--- src/hw/ccs_map.vh ---
`ifndef CCS_MAP_VH
`define CCS_MAP_VH

// ----------------------------------------
// Register offsets
// ----------------------------------------
`define CCS_ADDR_CLK_OP_MODE 3'h0
`define CCS_ADDR_MAIN_OSC_CTRL 3'h1
`define CCS_ADDR_MAIN_CLK_MODE 3'h2
`define CCS_ADDR_PROC_CLK_CTRL 3'h3
`define CCS_ADDR_INT_OSC_MODE 3'h4
`define CCS_ADDR_OSC_STAB 3'h5

// ----------------------------------------
// Field positions
// ----------------------------------------
`define CCS_BIT_MAIN_EXT 7
`define CCS_BIT_MAIN_PIN 6
`define CCS_BIT_SUB_EXT 5
`define CCS_BIT_SUB_PIN 4
`define CCS_BIT_AMP_HIGH 0
`define CCS_BIT_MAIN_HALT 7
`define CCS_BIT_HS_SRC 2
`define CCS_BIT_MAIN_SYS 0
`define CCS_BIT_SUB_ALT 6
`define CCS_BIT_CPU_SUB 4
`define CCS_BIT_INT_STAT 7
`define CCS_BIT_INT_HALT 0
`define CCS_BIT_STAB_DONE 0

// ----------------------------------------
// Reset values
// ----------------------------------------
`define CCS_RST_CLK_OP_MODE 8'h00
`define CCS_RST_MAIN_OSC_CTRL 8'h80
`define CCS_RST_MAIN_CLK_MODE 8'h00
`define CCS_RST_PROC_CLK_CTRL 8'h00
`define CCS_RST_INT_HALT 1'h0

// ----------------------------------------
// Timing
// ----------------------------------------
`define CCS_CLK_PERIOD_NS 4
`define CCS_AMP_HOLD_MIN_NS 4060
`define CCS_AMP_HOLD_CYC ((`CCS_AMP_HOLD_MIN_NS + `CCS_CLK_PERIOD_NS - 1) / `CCS_CLK_PERIOD_NS)
`define CCS_AMP_HOLD_EXT_CLKS 160
`define CCS_OSTAB_CYC 1024
`define CCS_SW_GAP_CYC 2
`define CCS_CNT_W 11

// ----------------------------------------
// CPU source codes
// ----------------------------------------
`define CCS_SRC_INT 3'h1
`define CCS_SRC_HIGH 3'h2
`define CCS_SRC_SUB 3'h4

`endif

--- src/hw/ccs_switch.v ---
// The implementer's own choices: the strobed register port and the register addresses.
`timescale 1ns/1ps
// Functional notes
// [RULE1] Crystal 1-10 MHz: setup, poll counter, select
// [RULE2] External main clock: no counter wait needed
// [RULE3] Crystal above 10 MHz: set high range
// [RULE4] External above 10 MHz: set high range
// [RULE5] Range and source bits change once only
// [RULE6] Setup steps skippable when already set
// [RULE7] Sub crystal: setup, wait stable, select sub
// [RULE8] External sub clock: setup, select, no wait
// [RULE9] Skip sub setup when already on sub
// [RULE10] Back to internal: restart, check status, deselect
// [RULE11] Skip internal restart when already internal
// [RULE12] Sub to internal: restart, check, clear selects
// [RULE13] Mode register bits 7-4 and 0
// [RULE14] Main halt in control bit 7
// [RULE15] Source bit 2, system select bit 0
// [RULE16] Sub start bit 6, CPU sub bit 4
// [RULE17] Internal status bit 7, halt bit 0
// [RULE18] Crystal high range: hold CPU clock 4.06us+
// [RULE19] External high range: hold 160 clocks
// [RULE20] Switch sources without truncated pulses
`include "ccs_map.vh"
module ccs_switch (
  input wire clk_sys,          // System clock
  input wire nrst,             // Sync reset, active low
  input wire [2:0] reg_addr,   // Register address
  input wire [7:0] reg_wdata,  // Write data
  input wire reg_wr,           // Write strobe
  input wire reg_rd,           // Read strobe
  output reg [7:0] reg_rdata,  // Read data, cycle after strobe
  input wire int_osc_ready,    // Internal oscillator running
  input wire sub_osc_ready,    // Subsystem oscillator stable
  input wire ext_main_tick,    // One pulse per external main clock
  output reg main_osc_en,      // Main crystal amplifier on
  output reg main_ext_en,      // Main external clock input on
  output reg main_amp_high,    // Main amplifier high range
  output reg sub_osc_en,       // Sub crystal amplifier on
  output reg sub_ext_en,       // Sub external clock input on
  output reg int_osc_en,       // Internal oscillator on
  output reg [2:0] cpu_src,    // CPU source, one-hot
  output reg cpu_clk_en        // CPU clock gate open
);
  // ----------------------------------------
  // State codes
  // ----------------------------------------
  localparam ST_RUN = 3'h1;
  localparam ST_OFF = 3'h2;
  localparam ST_ON = 3'h4;
  localparam integer AMP_CYC_N = `CCS_AMP_HOLD_CYC;
  localparam integer AMP_EXT_N = `CCS_AMP_HOLD_EXT_CLKS;
  localparam integer STAB_CYC_N = `CCS_OSTAB_CYC;
  localparam integer GAP_CYC_N = `CCS_SW_GAP_CYC;
  localparam [`CCS_CNT_W-1:0] AMP_CYC = AMP_CYC_N[`CCS_CNT_W-1:0];
  localparam [`CCS_CNT_W-1:0] AMP_EXT = AMP_EXT_N[`CCS_CNT_W-1:0];
  localparam [`CCS_CNT_W-1:0] STAB_CYC = STAB_CYC_N[`CCS_CNT_W-1:0];
  localparam [1:0] GAP_CYC = GAP_CYC_N[1:0];

  // ----------------------------------------
  // Source decode
  // ----------------------------------------
  function [2:0] src_of;
    input sub_sel;
    input hs_src;
    input sys_sel;
    begin
      if (sub_sel)
        src_of = `CCS_SRC_SUB;
      else if (hs_src && sys_sel)
        src_of = `CCS_SRC_HIGH;
      else
        src_of = `CCS_SRC_INT;
    end
  endfunction

  // ----------------------------------------
  // Control registers
  // ----------------------------------------
  reg main_ext_q;
  reg main_pin_q;
  reg sub_ext_q;
  reg sub_pin_q;
  reg amp_high_q;
  reg main_halt_q;
  reg hs_src_q;
  reg sys_sel_q;
  reg sub_alt_q;
  reg cpu_sub_q;
  reg int_halt_q;
  reg amp_locked_q;
  reg hs_locked_q;
  reg amp_ext_mode_q;
  reg [2:0] state_q;
  reg [2:0] state_d;
  reg [1:0] gap_q;
  reg [1:0] gap_d;
  reg [2:0] cur_src_q;
  reg [2:0] cur_src_d;

  wire wr_mode = reg_wr && (reg_addr == `CCS_ADDR_CLK_OP_MODE);
  wire wr_moc = reg_wr && (reg_addr == `CCS_ADDR_MAIN_OSC_CTRL);
  wire wr_mcm = reg_wr && (reg_addr == `CCS_ADDR_MAIN_CLK_MODE);
  wire wr_pcc = reg_wr && (reg_addr == `CCS_ADDR_PROC_CLK_CTRL);
  wire wr_rcm = reg_wr && (reg_addr == `CCS_ADDR_INT_OSC_MODE);

  wire amp_new = reg_wdata[`CCS_BIT_AMP_HIGH];
  wire hs_new = reg_wdata[`CCS_BIT_HS_SRC];
  wire amp_take = wr_mode && !amp_locked_q && (amp_new != amp_high_q); // [RULE5]
  wire hs_take = wr_mcm && !hs_locked_q && (hs_new != hs_src_q); // [RULE5]
  wire amp_rise = amp_take && amp_new;

  wire main_xtal = main_pin_q && !main_ext_q;
  wire main_ext = main_pin_q && main_ext_q;
  wire main_run = main_xtal && !main_halt_q;
  wire sub_xtal = sub_alt_q || (sub_pin_q && !sub_ext_q);
  wire sub_ext = !sub_alt_q && sub_pin_q && sub_ext_q;
  wire int_stat = int_osc_ready && !int_halt_q;

  // ----------------------------------------
  // Register writes
  // ----------------------------------------
  always @(posedge clk_sys)
  begin
    if (!nrst)
    begin
      main_ext_q <= 1'b0;
      main_pin_q <= 1'b0;
      sub_ext_q <= 1'b0;
      sub_pin_q <= 1'b0;
      amp_high_q <= 1'b0;
      main_halt_q <= 1'b1;
      hs_src_q <= 1'b0;
      sys_sel_q <= 1'b0;
      sub_alt_q <= 1'b0;
      cpu_sub_q <= 1'b0;
      int_halt_q <= `CCS_RST_INT_HALT;
      amp_locked_q <= 1'b0;
      hs_locked_q <= 1'b0;
      amp_ext_mode_q <= 1'b0;
    end
    else
    begin
      if (wr_mode)
      begin
        main_ext_q <= reg_wdata[`CCS_BIT_MAIN_EXT]; // [RULE13]
        main_pin_q <= reg_wdata[`CCS_BIT_MAIN_PIN]; // [RULE13]
        sub_ext_q <= reg_wdata[`CCS_BIT_SUB_EXT]; // [RULE13]
        sub_pin_q <= reg_wdata[`CCS_BIT_SUB_PIN]; // [RULE13]
      end
      if (amp_take)
      begin
        amp_high_q <= amp_new; // [RULE13]
        amp_locked_q <= 1'b1; // [RULE5]
      end
      if (amp_rise)
        amp_ext_mode_q <= main_ext; // [RULE19]
      if (wr_moc)
        main_halt_q <= reg_wdata[`CCS_BIT_MAIN_HALT]; // [RULE14]
      if (hs_take)
      begin
        hs_src_q <= hs_new; // [RULE15]
        hs_locked_q <= 1'b1; // [RULE5]
      end
      if (wr_mcm)
        sys_sel_q <= reg_wdata[`CCS_BIT_MAIN_SYS]; // [RULE15]
      if (wr_pcc)
      begin
        sub_alt_q <= reg_wdata[`CCS_BIT_SUB_ALT]; // [RULE16]
        cpu_sub_q <= reg_wdata[`CCS_BIT_CPU_SUB]; // [RULE16]
      end
      if (wr_rcm)
        int_halt_q <= reg_wdata[`CCS_BIT_INT_HALT]; // [RULE17]
    end
  end

  // ----------------------------------------
  // Stabilization counter and range hold
  // ----------------------------------------
  wire stab_busy;
  wire hold_busy;
  wire stab_done = main_run && !stab_busy; // [RULE1]
  wire hold_tick = amp_ext_mode_q ? ext_main_tick : 1'b1; // [RULE19]
  wire [`CCS_CNT_W-1:0] hold_val = main_ext ? AMP_EXT : AMP_CYC; // [RULE18]

  ccs_tmr u_stab (
    .clk_sys(clk_sys),
    .nrst(nrst),
    .load(!main_run), // [RULE1]
    .load_val(STAB_CYC),
    .tick(1'b1),
    .busy(stab_busy)
  );

  ccs_tmr u_hold (
    .clk_sys(clk_sys),
    .nrst(nrst),
    .load(amp_rise && main_pin_q), // [RULE18]
    .load_val(hold_val),
    .tick(hold_tick),
    .busy(hold_busy)
  );

  // ----------------------------------------
  // Source switch sequencer
  // ----------------------------------------
  wire [2:0] tgt_src = src_of(cpu_sub_q, hs_src_q, sys_sel_q);

  always @*
  begin
    state_d = state_q;
    gap_d = gap_q;
    cur_src_d = cur_src_q;
    case (state_q)
      ST_RUN:
      begin
        if (tgt_src != cur_src_q)
        begin
          state_d = ST_OFF; // [RULE20]
          gap_d = GAP_CYC;
        end
      end
      ST_OFF:
      begin
        if (gap_q != 2'h0)
        begin
          gap_d = gap_q - 2'h1;
          // Move source while gate still shut
          if (gap_q == 2'h1)
            cur_src_d = tgt_src; // [RULE20]
        end
        else
          state_d = ST_ON;
      end
      ST_ON:
      begin
        state_d = ST_RUN;
      end
      default:
      begin
        state_d = ST_RUN;
        gap_d = 2'h0;
        cur_src_d = `CCS_SRC_INT;
      end
    endcase
  end

  always @(posedge clk_sys)
  begin
    if (!nrst)
    begin
      state_q <= ST_RUN;
      gap_q <= 2'h0;
      cur_src_q <= `CCS_SRC_INT;
    end
    else
    begin
      state_q <= state_d;
      gap_q <= gap_d;
      cur_src_q <= cur_src_d;
    end
  end

  // ----------------------------------------
  // Oscillator and CPU clock outputs
  // ----------------------------------------
  always @(posedge clk_sys)
  begin
    if (!nrst)
    begin
      main_osc_en <= 1'b0;
      main_ext_en <= 1'b0;
      main_amp_high <= 1'b0;
      sub_osc_en <= 1'b0;
      sub_ext_en <= 1'b0;
      int_osc_en <= 1'b1;
      cpu_src <= `CCS_SRC_INT;
      cpu_clk_en <= 1'b1;
    end
    else
    begin
      main_osc_en <= main_run;
      main_ext_en <= main_ext && !main_halt_q;
      main_amp_high <= amp_high_q;
      sub_osc_en <= sub_xtal;
      sub_ext_en <= sub_ext;
      int_osc_en <= !int_halt_q;
      cpu_src <= cur_src_d;
      cpu_clk_en <= (state_d != ST_OFF) && !hold_busy; // [RULE18] [RULE20]
    end
  end

  // ----------------------------------------
  // Register reads
  // ----------------------------------------
  always @(posedge clk_sys)
  begin
    if (!nrst)
      reg_rdata <= 8'h00;
    else if (!reg_rd)
      reg_rdata <= 8'h00;
    else
    begin
      case (reg_addr)
        `CCS_ADDR_CLK_OP_MODE:
          reg_rdata <= {main_ext_q, main_pin_q, sub_ext_q, sub_pin_q, 3'h0, amp_high_q};
        `CCS_ADDR_MAIN_OSC_CTRL:
          reg_rdata <= {main_halt_q, 7'h00};
        `CCS_ADDR_MAIN_CLK_MODE:
          reg_rdata <= {5'h00, hs_src_q, 1'b0, sys_sel_q};
        `CCS_ADDR_PROC_CLK_CTRL:
          reg_rdata <= {1'b0, sub_alt_q, 1'b0, cpu_sub_q, 4'h0};
        `CCS_ADDR_INT_OSC_MODE:
          reg_rdata <= {int_stat, 6'h00, int_halt_q}; // [RULE17] [RULE10]
        `CCS_ADDR_OSC_STAB:
          reg_rdata <= {6'h00, sub_osc_ready, stab_done}; // [RULE1] [RULE7]
        default:
          reg_rdata <= 8'h00;
      endcase
    end
  end
endmodule // ccs_switch

--- src/hw/ccs_tmr.v ---
`timescale 1ns/1ps
// ----------------------------------------
// Loadable down counter
// ----------------------------------------
`include "ccs_map.vh"
module ccs_tmr (
  input wire clk_sys,                  // System clock
  input wire nrst,                     // Sync reset, active low
  input wire load,                     // Load count
  input wire [`CCS_CNT_W-1:0] load_val, // Count to load
  input wire tick,                     // Count one step
  output wire busy                     // Count not yet zero
);
  reg [`CCS_CNT_W-1:0] cnt_q;
  assign busy = (cnt_q != {`CCS_CNT_W{1'b0}});
  always @(posedge clk_sys)
  begin
    if (!nrst)
      cnt_q <= {`CCS_CNT_W{1'b0}};
    else if (load)
      cnt_q <= load_val;
    else if (tick && busy)
      cnt_q <= cnt_q - {{(`CCS_CNT_W-1){1'b0}}, 1'b1};
  end
endmodule // ccs_tmr

--- config.mk ---
export PLATFORM = sky130hd
export DESIGN_NAME = ccs_switch
export DESIGN_NICKNAME = d
export VERILOG_FILES = /design/src/hw/ccs_switch.v /design/src/hw/ccs_tmr.v
export VERILOG_INCLUDE_DIRS = /design/src /design/src/hw
export SDC_FILE = /design/constraint.sdc
export NUM_CORES = 1
export LEC_CHECK = 0
export ABC_CLOCK_PERIOD_IN_PS = 6300
export BUFFER_PORTS_ARGS = -buffer_cell sky130_fd_sc_hd__buf_2
export CAP_MARGIN = 0
export CORE_MARGIN = 2
export CORE_UTILIZATION = 61
export CTS_CLUSTER_SIZE = 30
export DETAILED_ROUTE_END_ITERATION = 7
export GPL_TIMING_DRIVEN = 1
export PLACE_DENSITY = 0.84
export SLEW_MARGIN = 20
export SYNTH_ARGS = -nofsm -noshare
export SYNTH_HDL_FRONTEND = slang
export SYNTH_SLANG_ARGS = --single-unit
--- constraint.sdc ---
create_clock -name clk_sys -period 6.3 [get_ports clk_sys]
set_clock_uncertainty 0.2 [all_clocks]
set_input_delay 0.315 -clock clk_sys [delete_from_list [all_inputs] [get_ports clk_sys]]
set_output_delay 0.315 -clock clk_sys [all_outputs]
set_load 0.01 [all_outputs]
# == After elaboration in Yosys (flattened, before gate mapping) ==
# Index checks and enable logic that the tools add are counted.
# Widths: inputs -> output; s select.
# classes
n_addsub,3
n_mul,0
div_mod_pow,0
magnitude_cmp,0
eq_ne,17
n_shift,0
mux,18
bitwise,2
n_reduce_logical,43
# ops
operator,count
$pmux 8 s6,1
$mux 11,4
$logic_and 1x1->1,23
$reduce_bool 11->1,2
$sub 11x1->11 const B,2
$mux 3,5
$pmux 3 s2,2
$mux 10,1
$eq 3x2->1 const B,3
$eq 3x3->1 const B,3
$logic_not 1->1,9
$eq 3x1->1 const B,2
$mux 2,3
$ne 2x2->1 const B,3
$pmux 2 s3,1
$reduce_and 3->1,2
$reduce_and 2->1,2
$reduce_bool 2->1,2
$logic_not 3->1,1
$ne 3x2->1 const B,1
$ne 3x3->1,1
$eq 2x1->1 const B,1
$ne 1x1->1,2
$ne 2x1->1 const B,1
other kinds (5),6
# totals
reg_bits,59
latch_bits,0
ramBits,0
rom_bits,0
inputBits,18
output_inout_bits,18
word_cells,111
mem_count,0

# == Logic depth before layout (Yosys ltp) ==
# Gate-level depths: netlist (run 1).
# depth
word_depth,8
depth_mapped,8
mapped_depth_nobuf,7

# == Cells and area by module ==
# A second synthesis (run 1) with hierarchy kept.
# unflattened
hier_cells,343
hier_area_um2,3029.2
# modules_own_cells
mod,n_inst,cells_each,area_per_inst_um2
ccs_switch,1,177,1602.8
ccs_tmr,2,83,713.2

# == Worst setup path after synthesis (run 1) ==
# Ideal clock, no wire load.
# synth_timing
kind,reg2reg
start,reg u_hold.cnt_q[5]
end,reg u_hold.cnt_q[1]
setup_time_ns,0.066
t_arrival_ns,1.770
t_required_ns,6.034
path_slack_ns,4.264
stages_incl_launch_ff,7
n_path_buf,1
period_less_slack_ns,2.036
path_cell_list,dfxtp_1 > or4_1 > buf_2 > nor4_4 > nor2b_2 > mux2_4 > a21oi_2
# synth_via
elab_chain_cells,3
# synth_rtl
element,line_no,rtl
"start, declared",ccs_tmr.v:14,reg [`CCS_CNT_W-1:0] cnt_q;
"start signal, assigned",ccs_tmr.v:19,cnt_q <= {`CCS_CNT_W{1'b0}};
"start signal, assigned",ccs_tmr.v:21,cnt_q <= load_val;
"start signal, assigned",ccs_tmr.v:23,"cnt_q <= cnt_q - {{(`CCS_CNT_W-1){1'b0}}, 1'b1};"
$reduce_bool 11->1,ccs_tmr.v:15,assign busy = (cnt_q != {`CCS_CNT_W{1'b0}});
$logic_and 1x1->1,ccs_tmr.v:22,else if (tick && busy)
$reduce_bool 2->1 (no source line),--,
# Every way passes these cells.
# A chain may end at the register's enable or synchronous reset.

# == Final worst setup path (run 1) ==
# Ends and elaborated chain as after synthesis.

==> tab_implementation.tex, run 1 <==
\begin{tabular}{lr}
\hline
Metric & Value \\
\hline
\multicolumn{2}{l}{\textbf{Synthesis}} \\
\quad Predominant post-synthesis flop cell & sky130\_fd\_sc\_hd\_\_dfxtp\_1 \\
\quad Number of nets produced by synthesis & 320 \\
\quad Leading area contributor after synthesis & sky130\_fd\_sc\_hd\_\_dfxtp\_1 \\
\quad Post-synthesis sequential element count & 58 \\
\quad Fraction of synthesized cell area taken by the top area cell type & 0.432 \\
\quad Proportion of synthesized flip-flops having asynchronous set or reset & 0 \\
\quad Count of yosys warnings during synthesis & 0 \\
\quad Number of distinct library cell variants in the gate-level netlist after synthesis & 53 \\
\quad Seq/Total Area, Yosys & 0.432 \\
\quad Average size of a mapped cell & 9.05 µm² \\
\quad Top cells by area, synth & sky130\_fd\_sc\_hd\_\_dfxtp\_1, sky130\_fd\_sc\_hd\_\_mux2i\_1, sky130\_fd\_sc\_hd\_\_nor2b\_1, sky130\_fd\_sc\_hd\_\_xnor2\_1, sky130\_fd\_sc\_hd\_\_nor2\_1 \\
\quad Number of enable-type register cells in the synthesized netlist & 0 \\
\quad Number of instances in the synthesized netlist & 297 \\
\quad Summed instance area of the synthesized netlist & 0.00269 mm² \\
\multicolumn{2}{l}{\textbf{Global routing}} \\
\quad GRT Residual Overflow & 0 \\
\quad GRT Max-Usage Layer & met2 \\
\quad Global Route Usage Sum & 0.215 \\
\quad Met1 GRT Util & 0.274 \\
\quad Via count of the first global-routing pass & 1878 \\
\quad Maximum number of pins on one net before global-route repair & 36 \\
\quad Global-route wire length before repair & 8.39 mm \\
\quad Number of antenna violations at the first check in global routing & 0 \\
\quad Met2 Resource Use GR & 0.331 \\
\quad Global routing met3 resource utilization & 0.0693 \\
\multicolumn{2}{l}{\textbf{Floorplan}} \\
\quad Die Area & 0.00495 mm² \\
\quad Std cell rows & 24 \\
\quad Die X-Extent & 70.4 µm \\
\quad Initial Util & 0.626 \\
\quad \# IOs & 36 \\
\quad Core region area & 0.00429 mm² \\
\quad Chip Height & 70.4 µm \\
\multicolumn{2}{l}{\textbf{Clock network}} \\
\quad CTS max path bufs & 2 \\
\quad Number of resized instances in the post-cts repair step & 0 \\
\quad Post-CTS clock slew at the launch and capture registers of the worst setup and hold paths & 0.06 ns \\
\quad Clk Latency, worst-skew pair & 0.33 ns \\
\quad CTS tree & yes \\
\quad Setup fix buffers added after clock tree synthesis & 0 \\
\quad Buffer type at the clock tree root & sky130\_fd\_sc\_hd\_\_clkbuf\_8 \\
\quad Number of levels in the clock H-tree & 3 \\
\quad Inserted Clock Buffers & 9 \\
\quad Clock Sinks & 58 \\
\quad Number of buffers added to fix hold violations after cts & 0 \\
\multicolumn{2}{l}{\textbf{Detailed routing}} \\
\quad Detailed-route via count & 2120 \\
\quad Avg WL per Cell & 12.8 µm \\
\quad TritonRoute pass-1 iters & 5 \\
\quad Total detailed-routing wirelength & 4.89 mm \\
\quad Antenna viol nets, final & 0 \\
\quad Drt initial violations & 87 \\
\quad Post-route DRC & 0 \\
\quad Routed via count divided by cell count & 5.54 \\
\multicolumn{2}{l}{\textbf{Final layout}} \\
\quad Fill cells & 338 \\
\quad Register area & 0.00116 mm² \\
\quad Diode insertion count for antenna repair & 0 \\
\quad Most common cell after layout, fill and taps aside & sky130\_fd\_sc\_hd\_\_dfxtp\_1 \\
\quad Area used by multi-input combinational logic & 0.00144 mm² \\
\quad Ratio of cells with drive above 1 in the final layout & 0.160 \\
\quad Area growth from synthesis to layout & 12.3\% \\
\quad Final core occ & 0.703 \\
\quad \# nets final & 349 \\
\quad Commonest cells after routing, fill and taps aside & sky130\_fd\_sc\_hd\_\_dfxtp\_1, sky130\_fd\_sc\_hd\_\_buf\_2, sky130\_fd\_sc\_hd\_\_nor2\_1, sky130\_fd\_sc\_hd\_\_nand2\_1, sky130\_fd\_sc\_hd\_\_nor2b\_1 \\
\multicolumn{2}{l}{\textbf{Worst hold path}} \\
\quad Count of cells along the worst hold path & 3 \\
\quad Hold path start & sub\_osc\_ready \\
\quad Type of the tightest min-delay check & in -> reg \\
\quad Worst Hold End & reg\_rdata[1]\$\_SDFF\_PN0\_ \\
\multicolumn{2}{l}{\textbf{Worst setup path}} \\
\quad Data arrival, critical path & 2.26 ns \\
\quad Type of element launching the critical path & flip-flop \\
\quad R2r endpoint & u\_hold.cnt\_q[1]\$\_SDFFE\_PN0P\_ \\
\quad Worst reg2reg path depth & 5 \\
\quad Class of the most critical setup path & reg -> reg \\
\quad Kind of end point of the critical path & flip-flop \\
\quad Start point of the critical path & u\_hold.cnt\_q[5]\$\_SDFFE\_PN0P\_ \\
\quad Max FO, Critical Path & 6 \\
\quad Critical path required time & 6.37 ns \\
\quad Worst reg2reg setup slack & 4.11 ns \\
\quad Launch point of the worst reg-to-reg path & u\_hold.cnt\_q[5]\$\_SDFFE\_PN0P\_ \\
\multicolumn{2}{l}{\textbf{Timing}} \\
\quad Max Clock Freq & 0.456 GHz \\
\quad Final critical path time including I/O delays and setup & 2.19 ns \\
\quad Final total negative setup slack & 0 ns \\
\quad Worst hold slack & 0.0170 ns \\
\quad Worst Max-Slew Pin Slew & 0.517 ns \\
\quad Setup repair after global routing missed its margin & no \\
\quad Endpoints failing setup & 0 \\
\quad Slew margin rel. & 0.655 \\
\quad Final count of hold timing violations & 0 \\
\quad Final Max Slew Viols & 0 \\
\quad Period utilization & 0.348 \\
\multicolumn{2}{l}{\textbf{Run status}} \\
\quad Result of the run & complete, no violations \\
\multicolumn{2}{l}{\textbf{Place}} \\
\quad Half-perimeter wire length after detailed placement & 3.35 mm \\
\quad Total of buffers placed on input and output ports & 32 \\
\quad Gp weighted congestion & 0.822 \\
\multicolumn{2}{l}{\textbf{Power and ir drop}} \\
\quad Maximum vdd drop & 189 µV \\
\quad Leakage power & 1.26 nW \\
\quad Power per unit of standard cell area & 328 mW/mm² \\
\multicolumn{2}{l}{\textbf{Job}} \\
\quad Maximum Capacitance Violations & 0 \\
\hline
\end{tabular}
-- synth_stat cells, drive strengths merged, types with 3 or more instances --
| cell type | number |
|---|---|
| dfxtp | 58 |
| nor2 | 24 |
| nand2 | 22 |
| nor2b | 21 |
| a21oi | 18 |
| mux2i | 14 |
| xnor2 | 12 |
| clkbuf | 11 |
| nor3 | 11 |
| inv | 9 |
| nand2b | 7 |
| nand3 | 7 |
| a21boi | 6 |
| ha | 5 |
| nor4 | 5 |
| nand4 | 4 |
| nor3b | 4 |
| o21ai | 4 |
| xor2 | 4 |
| buf | 3 |
| o21a | 3 |
| o22ai | 3 |
| o31ai | 3 |
| or3 | 3 |
| or4 | 3 |
-- where the power goes --
part	total (W)	switching [W]	internal, W
Sequential	0.000436	0.0000318	0.000405
Clock	0.000289	0.000137	0.000152
Combinational	0.000266	0.000139	0.000127
Total	0.000991	0.000308	0.000684
-- layout make-up --
type                       instances  share of cell area
tap                               52              0.0215
timing repair buffer              32              0.0530
clock inverter                     3             0.00497
inverter                           9              0.0112
multi-input combinational        216               0.475
sequential                        58               0.385
clock buffer                      13              0.0493
-- per-stage QoR --
stage                     total power [W]  worst slack (ns)  std cells  cell area, µm²
after global routing              0.00106              4.03        383            3020
after detailed placement         0.000710              3.84        367            2860
after CTS                         0.00100              4.10        383            3020
after global placement           0.000701              3.85        367            2860
after floorplan                  0.000665              4.26        297            2690
final                            0.000991              4.11        383            3020
-- worst max path at each step --
stage                                    endpoint  slack [ns]
CTS                  u_hold.cnt_q[1]$_SDFFE_PN0P_        4.10
floorplan            u_hold.cnt_q[1]$_SDFFE_PN0P_        4.26
global placement    u_hold.cnt_q[10]$_SDFFE_PN0P_        3.85
detailed placement  u_hold.cnt_q[10]$_SDFFE_PN0P_        3.84
finish               u_hold.cnt_q[1]$_SDFFE_PN0P_        4.11
global route        u_hold.cnt_q[10]$_SDFFE_PN0P_        4.03
-- state kept, by name, indices dropped and copies added (netlist names), 2 cells and up --
| name | count |
|---|---|
| state_q | 3 |
| u_stab.cnt_q | 11 |
| reg_rdata | 7 |
| u_hold.cnt_q | 11 |
| gap_q | 2 |
| cpu_src | 3 |
-- per-layer routing --
metal	routed length (µm)	part of all wire
met1	2410	0.49
met2	2240	0.46
met3	154	0.032
met4	77	0.016
met5	0	0
-- worst max-delay path: stages (launching register included) --
cell	delay (ns)
sky130_fd_sc_hd__dfxtp_1	0.35
sky130_fd_sc_hd__or4_1	0.66
sky130_fd_sc_hd__nor4_4	0.38
sky130_fd_sc_hd__nor2b_2	0.11
sky130_fd_sc_hd__mux2_4	0.32
sky130_fd_sc_hd__a21oi_2	0.12
-- cell families (layout without fill, tap and decap cells) --
family	Yosys count	after routing	share of synthesized area
xor+xnor	16	16	0.0521
compound gates	49	49	0.119
other cells	1	1	0.00139
flops	58	58	0.432
fa+ha+maj	5	5	0.0233
buf+inv	23	57	0.0344
simple gates	130	130	0.280
mux	15	15	0.0577
No activity file was read; power rests on OpenSTA's default activity.
==> inputs of run 2 (changes only) <==
--- a/config.mk
+++ b/config.mk
@@ -6,15 +6,15 @@
 export SDC_FILE = /design/constraint.sdc
 export NUM_CORES = 1
 export LEC_CHECK = 0
-export ABC_CLOCK_PERIOD_IN_PS = 6300
+export ABC_CLOCK_PERIOD_IN_PS = 1800
 export BUFFER_PORTS_ARGS = -buffer_cell sky130_fd_sc_hd__buf_2
 export CAP_MARGIN = 0
 export CORE_MARGIN = 2
-export CORE_UTILIZATION = 61
+export CORE_UTILIZATION = 51
 export CTS_CLUSTER_SIZE = 30
 export DETAILED_ROUTE_END_ITERATION = 7
 export GPL_TIMING_DRIVEN = 1
-export PLACE_DENSITY = 0.84
+export PLACE_DENSITY = 0.75
 export SLEW_MARGIN = 20
 export SYNTH_ARGS = -nofsm -noshare
 export SYNTH_HDL_FRONTEND = slang
==> constraint.sdc (replaced) <==
create_clock -name clk_sys -period 1.8 [get_ports clk_sys]
set_clock_uncertainty 0.2 [all_clocks]
set_input_delay 0.09 -clock clk_sys [delete_from_list [all_inputs] [get_ports clk_sys]]
set_output_delay 0.09 -clock clk_sys [all_outputs]
set_load 0.01 [all_outputs]
==> tab_implementation.tex, run 2 (synthesized netlist as in run 1, its figures left out) <==
\begin{tabular}{lr}
\hline
Metric & Value \\
\hline
\multicolumn{2}{l}{\textbf{Global routing}} \\
\quad Global Route Usage Sum & 0.217 \\
\quad Number of antenna violations at the first check in global routing & 0 \\
\quad Maximum number of pins on one net before global-route repair & 14 \\
\quad Global-route wire length before repair & 10.0 mm \\
\quad Via count of the first global-routing pass & 2286 \\
\quad GRT Residual Overflow & 0 \\
\multicolumn{2}{l}{\textbf{Worst setup path}} \\
\quad Start point of the critical path & u\_hold.cnt\_q[8]\$\_SDFFE\_PN0P\_ \\
\quad Data arrival, critical path & 1.88 ns \\
\quad CP Cell Sequence & or4\_4 > nor4\_4 > buf\_4 > nor3\_2 > a21oi\_1 > a21oi\_1 \\
\quad Buffers \& Inverters on Critical Path & 1 \\
\quad Critical Path Most Common Cell & sky130\_fd\_sc\_hd\_\_a21oi\_1 \\
\quad Class of the most critical setup path & reg -> reg \\
\quad Cell with the biggest individual delay on the critical path & sky130\_fd\_sc\_hd\_\_or4\_4 \\
\quad R2r endpoint & u\_hold.cnt\_q[2]\$\_SDFFE\_PN0P\_ \\
\quad Largest delay contributor family on the critical path & simple AND/OR/NAND/NOR gates \\
\quad Launch point of the worst reg-to-reg path & u\_hold.cnt\_q[8]\$\_SDFFE\_PN0P\_ \\
\quad Kind of end point of the critical path & flip-flop \\
\quad Worst reg2reg setup slack & -0.06 ns \\
\quad Critical path required time & 1.82 ns \\
\quad Worst reg2reg path depth & 6 \\
\quad Slowest Stage Delay on Critical Path & 0.59 ns \\
\quad Max FO, Critical Path & 6 \\
\quad Type of element launching the critical path & flip-flop \\
\multicolumn{2}{l}{\textbf{Timing}} \\
\quad Final count of hold timing violations & 0 \\
\quad Period utilization & 1.04 \\
\quad Endpoints failing setup & 6 \\
\quad Final critical path time including I/O delays and setup & 1.86 ns \\
\quad Final Max Slew Viols & 0 \\
\quad Final setup slack of the worst path & -0.0645 ns \\
\quad Max Clock Freq & 0.536 GHz \\
\quad Setup repair after global routing missed its margin & yes \\
\quad Final total negative setup slack & -0.261 ns \\
\multicolumn{2}{l}{\textbf{Detailed routing}} \\
\quad Routed via count divided by cell count & 5.31 \\
\quad Post-route DRC & 0 \\
\quad TritonRoute pass-1 iters & 5 \\
\quad Detailed-route via count & 2386 \\
\quad Drt initial violations & 156 \\
\quad Avg WL per Cell & 13.8 µm \\
\quad Antenna viol nets, final & 0 \\
\quad Total detailed-routing wirelength & 6.20 mm \\
\multicolumn{2}{l}{\textbf{Clock network}} \\
\quad Clock Sinks & 58 \\
\quad CTS tree & yes \\
\quad Post-CTS clock slew at the launch and capture registers of the worst setup and hold paths & 0.06 ns \\
\quad Number of levels in the clock H-tree & 3 \\
\quad Clk Latency, worst-skew pair & 0.34 ns \\
\quad Inserted Clock Buffers & 9 \\
\quad CTS max path bufs & 2 \\
\quad Buffer type at the clock tree root & sky130\_fd\_sc\_hd\_\_clkbuf\_8 \\
\multicolumn{2}{l}{\textbf{Job}} \\
\quad Maximum Capacitance Violations & 0 \\
\multicolumn{2}{l}{\textbf{Run status}} \\
\quad Failing checks & negative setup slack \\
\quad Result of the run & complete, but fails checks \\
\multicolumn{2}{l}{\textbf{Final layout}} \\
\quad \# nets final & 397 \\
\quad Final core occ & 0.695 \\
\quad Fill cells & 404 \\
\quad Commonest cells after routing, fill and taps aside & sky130\_fd\_sc\_hd\_\_dfxtp\_1, sky130\_fd\_sc\_hd\_\_buf\_4, sky130\_fd\_sc\_hd\_\_buf\_2, sky130\_fd\_sc\_hd\_\_nor2\_1, sky130\_fd\_sc\_hd\_\_nand2\_1 \\
\quad Area growth from synthesis to layout & 32.0\% \\
\quad Registers with the most flip-flops & u\_hold.cnt\_q (11), u\_stab.cnt\_q (11), reg\_rdata (7) \\
\quad Ratio of cells with drive above 1 in the final layout & 0.282 \\
\quad Most common cell after layout, fill and taps aside & sky130\_fd\_sc\_hd\_\_dfxtp\_1 \\
\quad Diode insertion count for antenna repair & 0 \\
\multicolumn{2}{l}{\textbf{Place}} \\
\quad Half-perimeter wire length after detailed placement & 3.88 mm \\
\quad Gp weighted congestion & 0.868 \\
\quad Total of buffers placed on input and output ports & 32 \\
\multicolumn{2}{l}{\textbf{Power and ir drop}} \\
\quad Part of the power in the clock network & 0.299 \\
\quad Pwr Total & 0.00404 W \\
\quad Combinational cell fraction of total power & 0.328 \\
\quad Power per unit of standard cell area & 1140 mW/mm² \\
\quad Register share of total power & 0.373 \\
\quad Switching pwr & 0.00122 W \\
\quad Leakage power & 1.52 nW \\
\quad Switching power share of the total & 0.301 \\
\quad Cell-internal power & 0.00282 W \\
\quad Maximum vdd drop & 618 µV \\
\multicolumn{2}{l}{\textbf{Floorplan}} \\
\quad Die X-Extent & 76.6 µm \\
\quad Core region area & 0.00511 mm² \\
\quad Chip Height & 76.6 µm \\
\quad \# IOs & 36 \\
\quad Die Area & 0.00587 mm² \\
\quad Std cell rows & 26 \\
\quad Initial Util & 0.526 \\
\multicolumn{2}{l}{\textbf{Worst hold path}} \\
\quad Type of the tightest min-delay check & in -> reg \\
\quad Count of cells along the worst hold path & 5 \\
\quad Worst Hold End & int\_halt\_q\$\_SDFFE\_PN0P\_ \\
\quad Hold path start & reg\_wr \\
\hline
\end{tabular}
-- run 2: cell types whose count changed in the layout (fill, tap and decap cells not counted), sizes merged --
| cell | before | now |
|---|---|---|
| bufinv | 0 | 1 |
| clkbuf | 13 | 15 |
| dlygate4sd3 | 0 | 14 |
| clkinv | 3 | 1 |
| buf | 32 | 65 |
-- run 2: worst max-delay path by stage --
| stage | end | slack [ns] | cells past startpoint |
|---|---|---|---|
| after global placement | u_hold.cnt_q[8]$_SDFFE_PN0P_ | -0.13 | 5 |
| after CTS | u_hold.cnt_q[2]$_SDFFE_PN0P_ | -0.05 | 6 |
| after detailed placement | u_hold.cnt_q[6]$_SDFFE_PN0P_ | -0.20 | 5 |
| after floorplan | u_hold.cnt_q[1]$_SDFFE_PN0P_ | -0.12 | 6 |
| after global routing | u_hold.cnt_q[2]$_SDFFE_PN0P_ | -0.14 | 6 |
| final | u_hold.cnt_q[2]$_SDFFE_PN0P_ | -0.06 | 6 |
-- run 2: final cells by class --
type,count,area [µm²],area share
Multi-Input combinational cell,216,1510,0.424
Sequential cell,58,1170,0.329
Timing Repair Buffer,80,558,0.157
Clock buffer,14,163,0.0458
Tap cell,70,87.6,0.0247
Clock inverter,2,35.0,0.00987
Inverter,9,33.8,0.00952
-- run 2: layer usage --
metal / global-route usage / part of all wire / up-vias
met1: 0.262 / 0.44 / 1116
met3: 0.0592 / 0.035 / 14
met4: 0.116 / 0.021 / 0
met2: 0.352 / 0.50 / 58
met5: 0 / 0 / -
li1: - / - / 1198
-- run 2: worst register-to-register path, delay by kind of cell (launching register included) --
kind,cells,cell delay (ns)
AO/OA/AOI/OAI,2,0.24
flip-flops,1,0.32
buffers and inverters,1,0.17
AND/OR/NAND/NOR,3,0.82
-- run 2: stage by stage --
| step | std cells | instance area [µm²] | hold WS [ns] | setup slack, ns |
|---|---|---|---|---|
| final | 449 | 3550 | 0.124 | -0.0645 |
| after global routing | 449 | 3550 | 0.129 | -0.142 |
| after CTS | 447 | 3480 | 0.106 | -0.0480 |
| after detailed placement | 416 | 3110 | 0.140 | -0.196 |
| after global placement | 416 | 3110 | 0.125 | -0.127 |
| after floorplan | 297 | 2700 | 0.0159 | -0.124 |
-- run 2: power by group through the flow --
| stage | registers (W) | logic [W] | clock network, W |
|---|---|---|---|
| 2_1_floorplan | 0.00154 | 0.000817 | 0 |
| 3_3_place_gp | 0.00151 | 0.00111 | 0 |
| 3_5_place_dp | 0.00152 | 0.00115 | 0 |
| 4_1_cts | 0.00149 | 0.00126 | 0.00123 |
| 5_1_grt | 0.00152 | 0.00145 | 0.00128 |
| 6_report | 0.00150 | 0.00133 | 0.00121 |
-- run 2: what timing repair did --
action,4_1_cts,5_1_grt
gates resized for setup,4,16
cloned,0,0
hold buffers,14,0
buffers inserted,1,2
hold endpoints to repair,28,0
pin swaps,2,6
setup endpoints to repair,12,19
==> inputs of run 3 (changes only) <==
--- a/config.mk
+++ b/config.mk
@@ -14,6 +14,7 @@
 export CTS_CLUSTER_SIZE = 30
 export DETAILED_ROUTE_END_ITERATION = 7
 export GPL_TIMING_DRIVEN = 1
+export MAX_ROUTING_LAYER = met4
 export PLACE_DENSITY = 0.75
 export SLEW_MARGIN = 20
 export SYNTH_ARGS = -nofsm -noshare
==> tab_implementation.tex, run 3 (synthesized netlist as in run 1, its figures left out) <==
\begin{tabular}{lr}
\hline
Metric & Value \\
\hline
\multicolumn{2}{l}{\textbf{Detailed routing}} \\
\quad Antenna viol nets, final & 0 \\
\quad TritonRoute pass-1 iters & 5 \\
\quad Total detailed-routing wirelength & 6.20 mm \\
\quad Avg WL per Cell & 13.8 µm \\
\quad Routed via count divided by cell count & 5.31 \\
\quad Post-route DRC & 0 \\
\quad Detailed-route via count & 2386 \\
\quad Drt initial violations & 145 \\
\multicolumn{2}{l}{\textbf{Floorplan}} \\
\quad Chip Height & 76.6 µm \\
\quad \# IOs & 36 \\
\quad Core region area & 0.00511 mm² \\
\quad Die Area & 0.00587 mm² \\
\quad Std cell rows & 26 \\
\quad Initial Util & 0.526 \\
\quad Die X-Extent & 76.6 µm \\
\multicolumn{2}{l}{\textbf{Timing}} \\
\quad Final setup slack of the worst path & -0.0632 ns \\
\quad Final count of hold timing violations & 0 \\
\quad Setup repair after global routing missed its margin & yes \\
\quad Worst hold slack & 0.116 ns \\
\quad Max Clock Freq & 0.537 GHz \\
\quad Period utilization & 1.04 \\
\quad Final critical path time including I/O delays and setup & 1.86 ns \\
\quad Final Max Slew Viols & 0 \\
\quad Endpoints failing setup & 6 \\
\quad Final total negative setup slack & -0.259 ns \\
\multicolumn{2}{l}{\textbf{Clock network}} \\
\quad Clock Sinks & 58 \\
\quad Number of levels in the clock H-tree & 3 \\
\quad CTS max path bufs & 2 \\
\quad Clk Latency, worst-skew pair & 0.34 ns \\
\quad Inserted Clock Buffers & 9 \\
\quad CTS tree & yes \\
\quad Post-CTS clock slew at the launch and capture registers of the worst setup and hold paths & 0.06 ns \\
\quad Buffer type at the clock tree root & sky130\_fd\_sc\_hd\_\_clkbuf\_8 \\
\multicolumn{2}{l}{\textbf{Worst setup path}} \\
\quad Worst reg2reg path depth & 6 \\
\quad Worst reg2reg setup slack & -0.06 ns \\
\quad Kind of end point of the critical path & flip-flop \\
\quad Class of the most critical setup path & reg -> reg \\
\quad Start point of the critical path & u\_hold.cnt\_q[8]\$\_SDFFE\_PN0P\_ \\
\quad Slowest Stage Delay on Critical Path & 0.59 ns \\
\quad R2r endpoint & u\_hold.cnt\_q[2]\$\_SDFFE\_PN0P\_ \\
\quad Type of element launching the critical path & flip-flop \\
\quad Max FO, Critical Path & 6 \\
\quad CP Cell Sequence & or4\_4 > nor4\_4 > buf\_4 > nor3\_2 > a21oi\_1 > a21oi\_1 \\
\quad Buffers \& Inverters on Critical Path & 1 \\
\quad Cell with the biggest individual delay on the critical path & sky130\_fd\_sc\_hd\_\_or4\_4 \\
\quad Launch point of the worst reg-to-reg path & u\_hold.cnt\_q[8]\$\_SDFFE\_PN0P\_ \\
\quad Largest delay contributor family on the critical path & simple AND/OR/NAND/NOR gates \\
\quad Critical path required time & 1.83 ns \\
\quad Data arrival, critical path & 1.89 ns \\
\quad Critical Path Most Common Cell & sky130\_fd\_sc\_hd\_\_a21oi\_1 \\
\multicolumn{2}{l}{\textbf{Place}} \\
\quad Total of buffers placed on input and output ports & 32 \\
\quad Gp weighted congestion & 0.882 \\
\quad Cell area after placement & 0.00311 mm² \\
\quad Half-perimeter wire length after detailed placement & 3.88 mm \\
\quad Pre-CTS WS & -0.196 ns \\
\quad Placed Cells & 416 \\
\multicolumn{2}{l}{\textbf{Power and ir drop}} \\
\quad Part of the power in the clock network & 0.300 \\
\quad Cell-internal power & 0.00282 W \\
\quad Leakage power & 1.52 nW \\
\quad Switching power share of the total & 0.303 \\
\quad Switching pwr & 0.00122 W \\
\quad Maximum vdd drop & 622 µV \\
\quad Combinational cell fraction of total power & 0.328 \\
\quad Power per unit of standard cell area & 1140 mW/mm² \\
\quad Register share of total power & 0.372 \\
\multicolumn{2}{l}{\textbf{Global routing}} \\
\quad Global-route wire length before repair & 10.0 mm \\
\quad Global Route Usage Sum & 0.223 \\
\quad Number of antenna violations at the first check in global routing & 0 \\
\quad Maximum number of pins on one net before global-route repair & 14 \\
\quad Via count of the first global-routing pass & 2290 \\
\quad GRT Residual Overflow & 0 \\
\multicolumn{2}{l}{\textbf{Final layout}} \\
\quad Diode insertion count for antenna repair & 0 \\
\quad Ratio of cells with drive above 1 in the final layout & 0.282 \\
\quad Post-route non-filler standard cell count & 449 \\
\quad Area growth from synthesis to layout & 32.0\% \\
\quad Registers with the most flip-flops & u\_hold.cnt\_q (11), u\_stab.cnt\_q (11), reg\_rdata (7) \\
\quad Most common cell after layout, fill and taps aside & sky130\_fd\_sc\_hd\_\_dfxtp\_1 \\
\quad Commonest cells after routing, fill and taps aside & sky130\_fd\_sc\_hd\_\_dfxtp\_1, sky130\_fd\_sc\_hd\_\_buf\_4, sky130\_fd\_sc\_hd\_\_buf\_2, sky130\_fd\_sc\_hd\_\_nor2\_1, sky130\_fd\_sc\_hd\_\_nand2\_1 \\
\quad Cell area after layout & 0.00355 mm² \\
\quad Fill cells & 404 \\
\quad \# nets final & 397 \\
\multicolumn{2}{l}{\textbf{Worst hold path}} \\
\quad Hold path start & reg\_wr \\
\quad Worst Hold End & int\_halt\_q\$\_SDFFE\_PN0P\_ \\
\quad Count of cells along the worst hold path & 5 \\
\quad Type of the tightest min-delay check & in -> reg \\
\multicolumn{2}{l}{\textbf{Run status}} \\
\quad Failing checks & negative setup slack \\
\quad Result of the run & complete, but fails checks \\
\multicolumn{2}{l}{\textbf{Job}} \\
\quad Maximum Capacitance Violations & 0 \\
\hline
\end{tabular}
run 3: final cells by class:
| cell class | count | area [µm²] | area share |
|---|---|---|---|
| clock inverters | 2 | 35.0 | 0.00987 |
| flip-flops and latches | 58 | 1170 | 0.329 |
| inverters | 9 | 33.8 | 0.00952 |
| repair buffers | 80 | 558 | 0.157 |
| clock buffers | 14 | 163 | 0.0458 |
| well taps | 70 | 87.6 | 0.0247 |
| multi-input cells | 216 | 1510 | 0.424 |
run 3: how the worst max path moves through the flow:
stage | to | slack (ns) | depth (start not counted)
3_3_place_gp | u_hold.cnt_q[8]$_SDFFE_PN0P_ | -0.13 | 5
5_1_grt | u_hold.cnt_q[2]$_SDFFE_PN0P_ | -0.14 | 6
6_report | u_hold.cnt_q[2]$_SDFFE_PN0P_ | -0.06 | 6
4_1_cts | u_hold.cnt_q[2]$_SDFFE_PN0P_ | -0.05 | 6
2_1_floorplan | u_hold.cnt_q[1]$_SDFFE_PN0P_ | -0.12 | 6
3_5_place_dp | u_hold.cnt_q[6]$_SDFFE_PN0P_ | -0.20 | 5
run 3: worst min-delay path, stage by stage:
cell,delay (ns)
sky130_fd_sc_hd__buf_2,0.09
sky130_fd_sc_hd__buf_4,0.10
sky130_fd_sc_hd__and3_1,0.16
sky130_fd_sc_hd__mux2i_1,0.07
sky130_fd_sc_hd__nor2b_1,0.10
run 3: repair_timing:
item                       CTS  global route
gates resized for setup      4            16
hold endpoints to repair    28             0
buffers inserted             1             2
hold buffers                14             0
pin swaps                    2             6
setup endpoints to repair   12            19
run 3: power groups by stage:
stage | Combinational, W | Sequential, W | Clock, W
floorplan | 0.000817 | 0.00154 | 0
global placement | 0.00111 | 0.00151 | 0
detailed placement | 0.00115 | 0.00152 | 0
CTS | 0.00126 | 0.00149 | 0.00123
global route | 0.00145 | 0.00152 | 0.00128
finish | 0.00133 | 0.00150 | 0.00121
run 3: layer usage:
| layer | track usage | vias to the layer above | wire length (µm) |
|---|---|---|---|
| met4 | 0.105 | 0 | 150 |
| met5 | - | - | 0 |
| met1 | 0.262 | 1122 | 2750 |
| met2 | 0.352 | 53 | 3080 |
| met3 | 0.0664 | 17 | 217 |
| li1 | - | 1194 | - |
run 3: per-stage QoR:
stage	power, W	utilization
finish	0.00404	0.695
floorplan	0.00236	-
CTS	0.00398	0.681
global route	0.00426	0.695
detailed placement	0.00267	0.610
global placement	0.00262	0.610
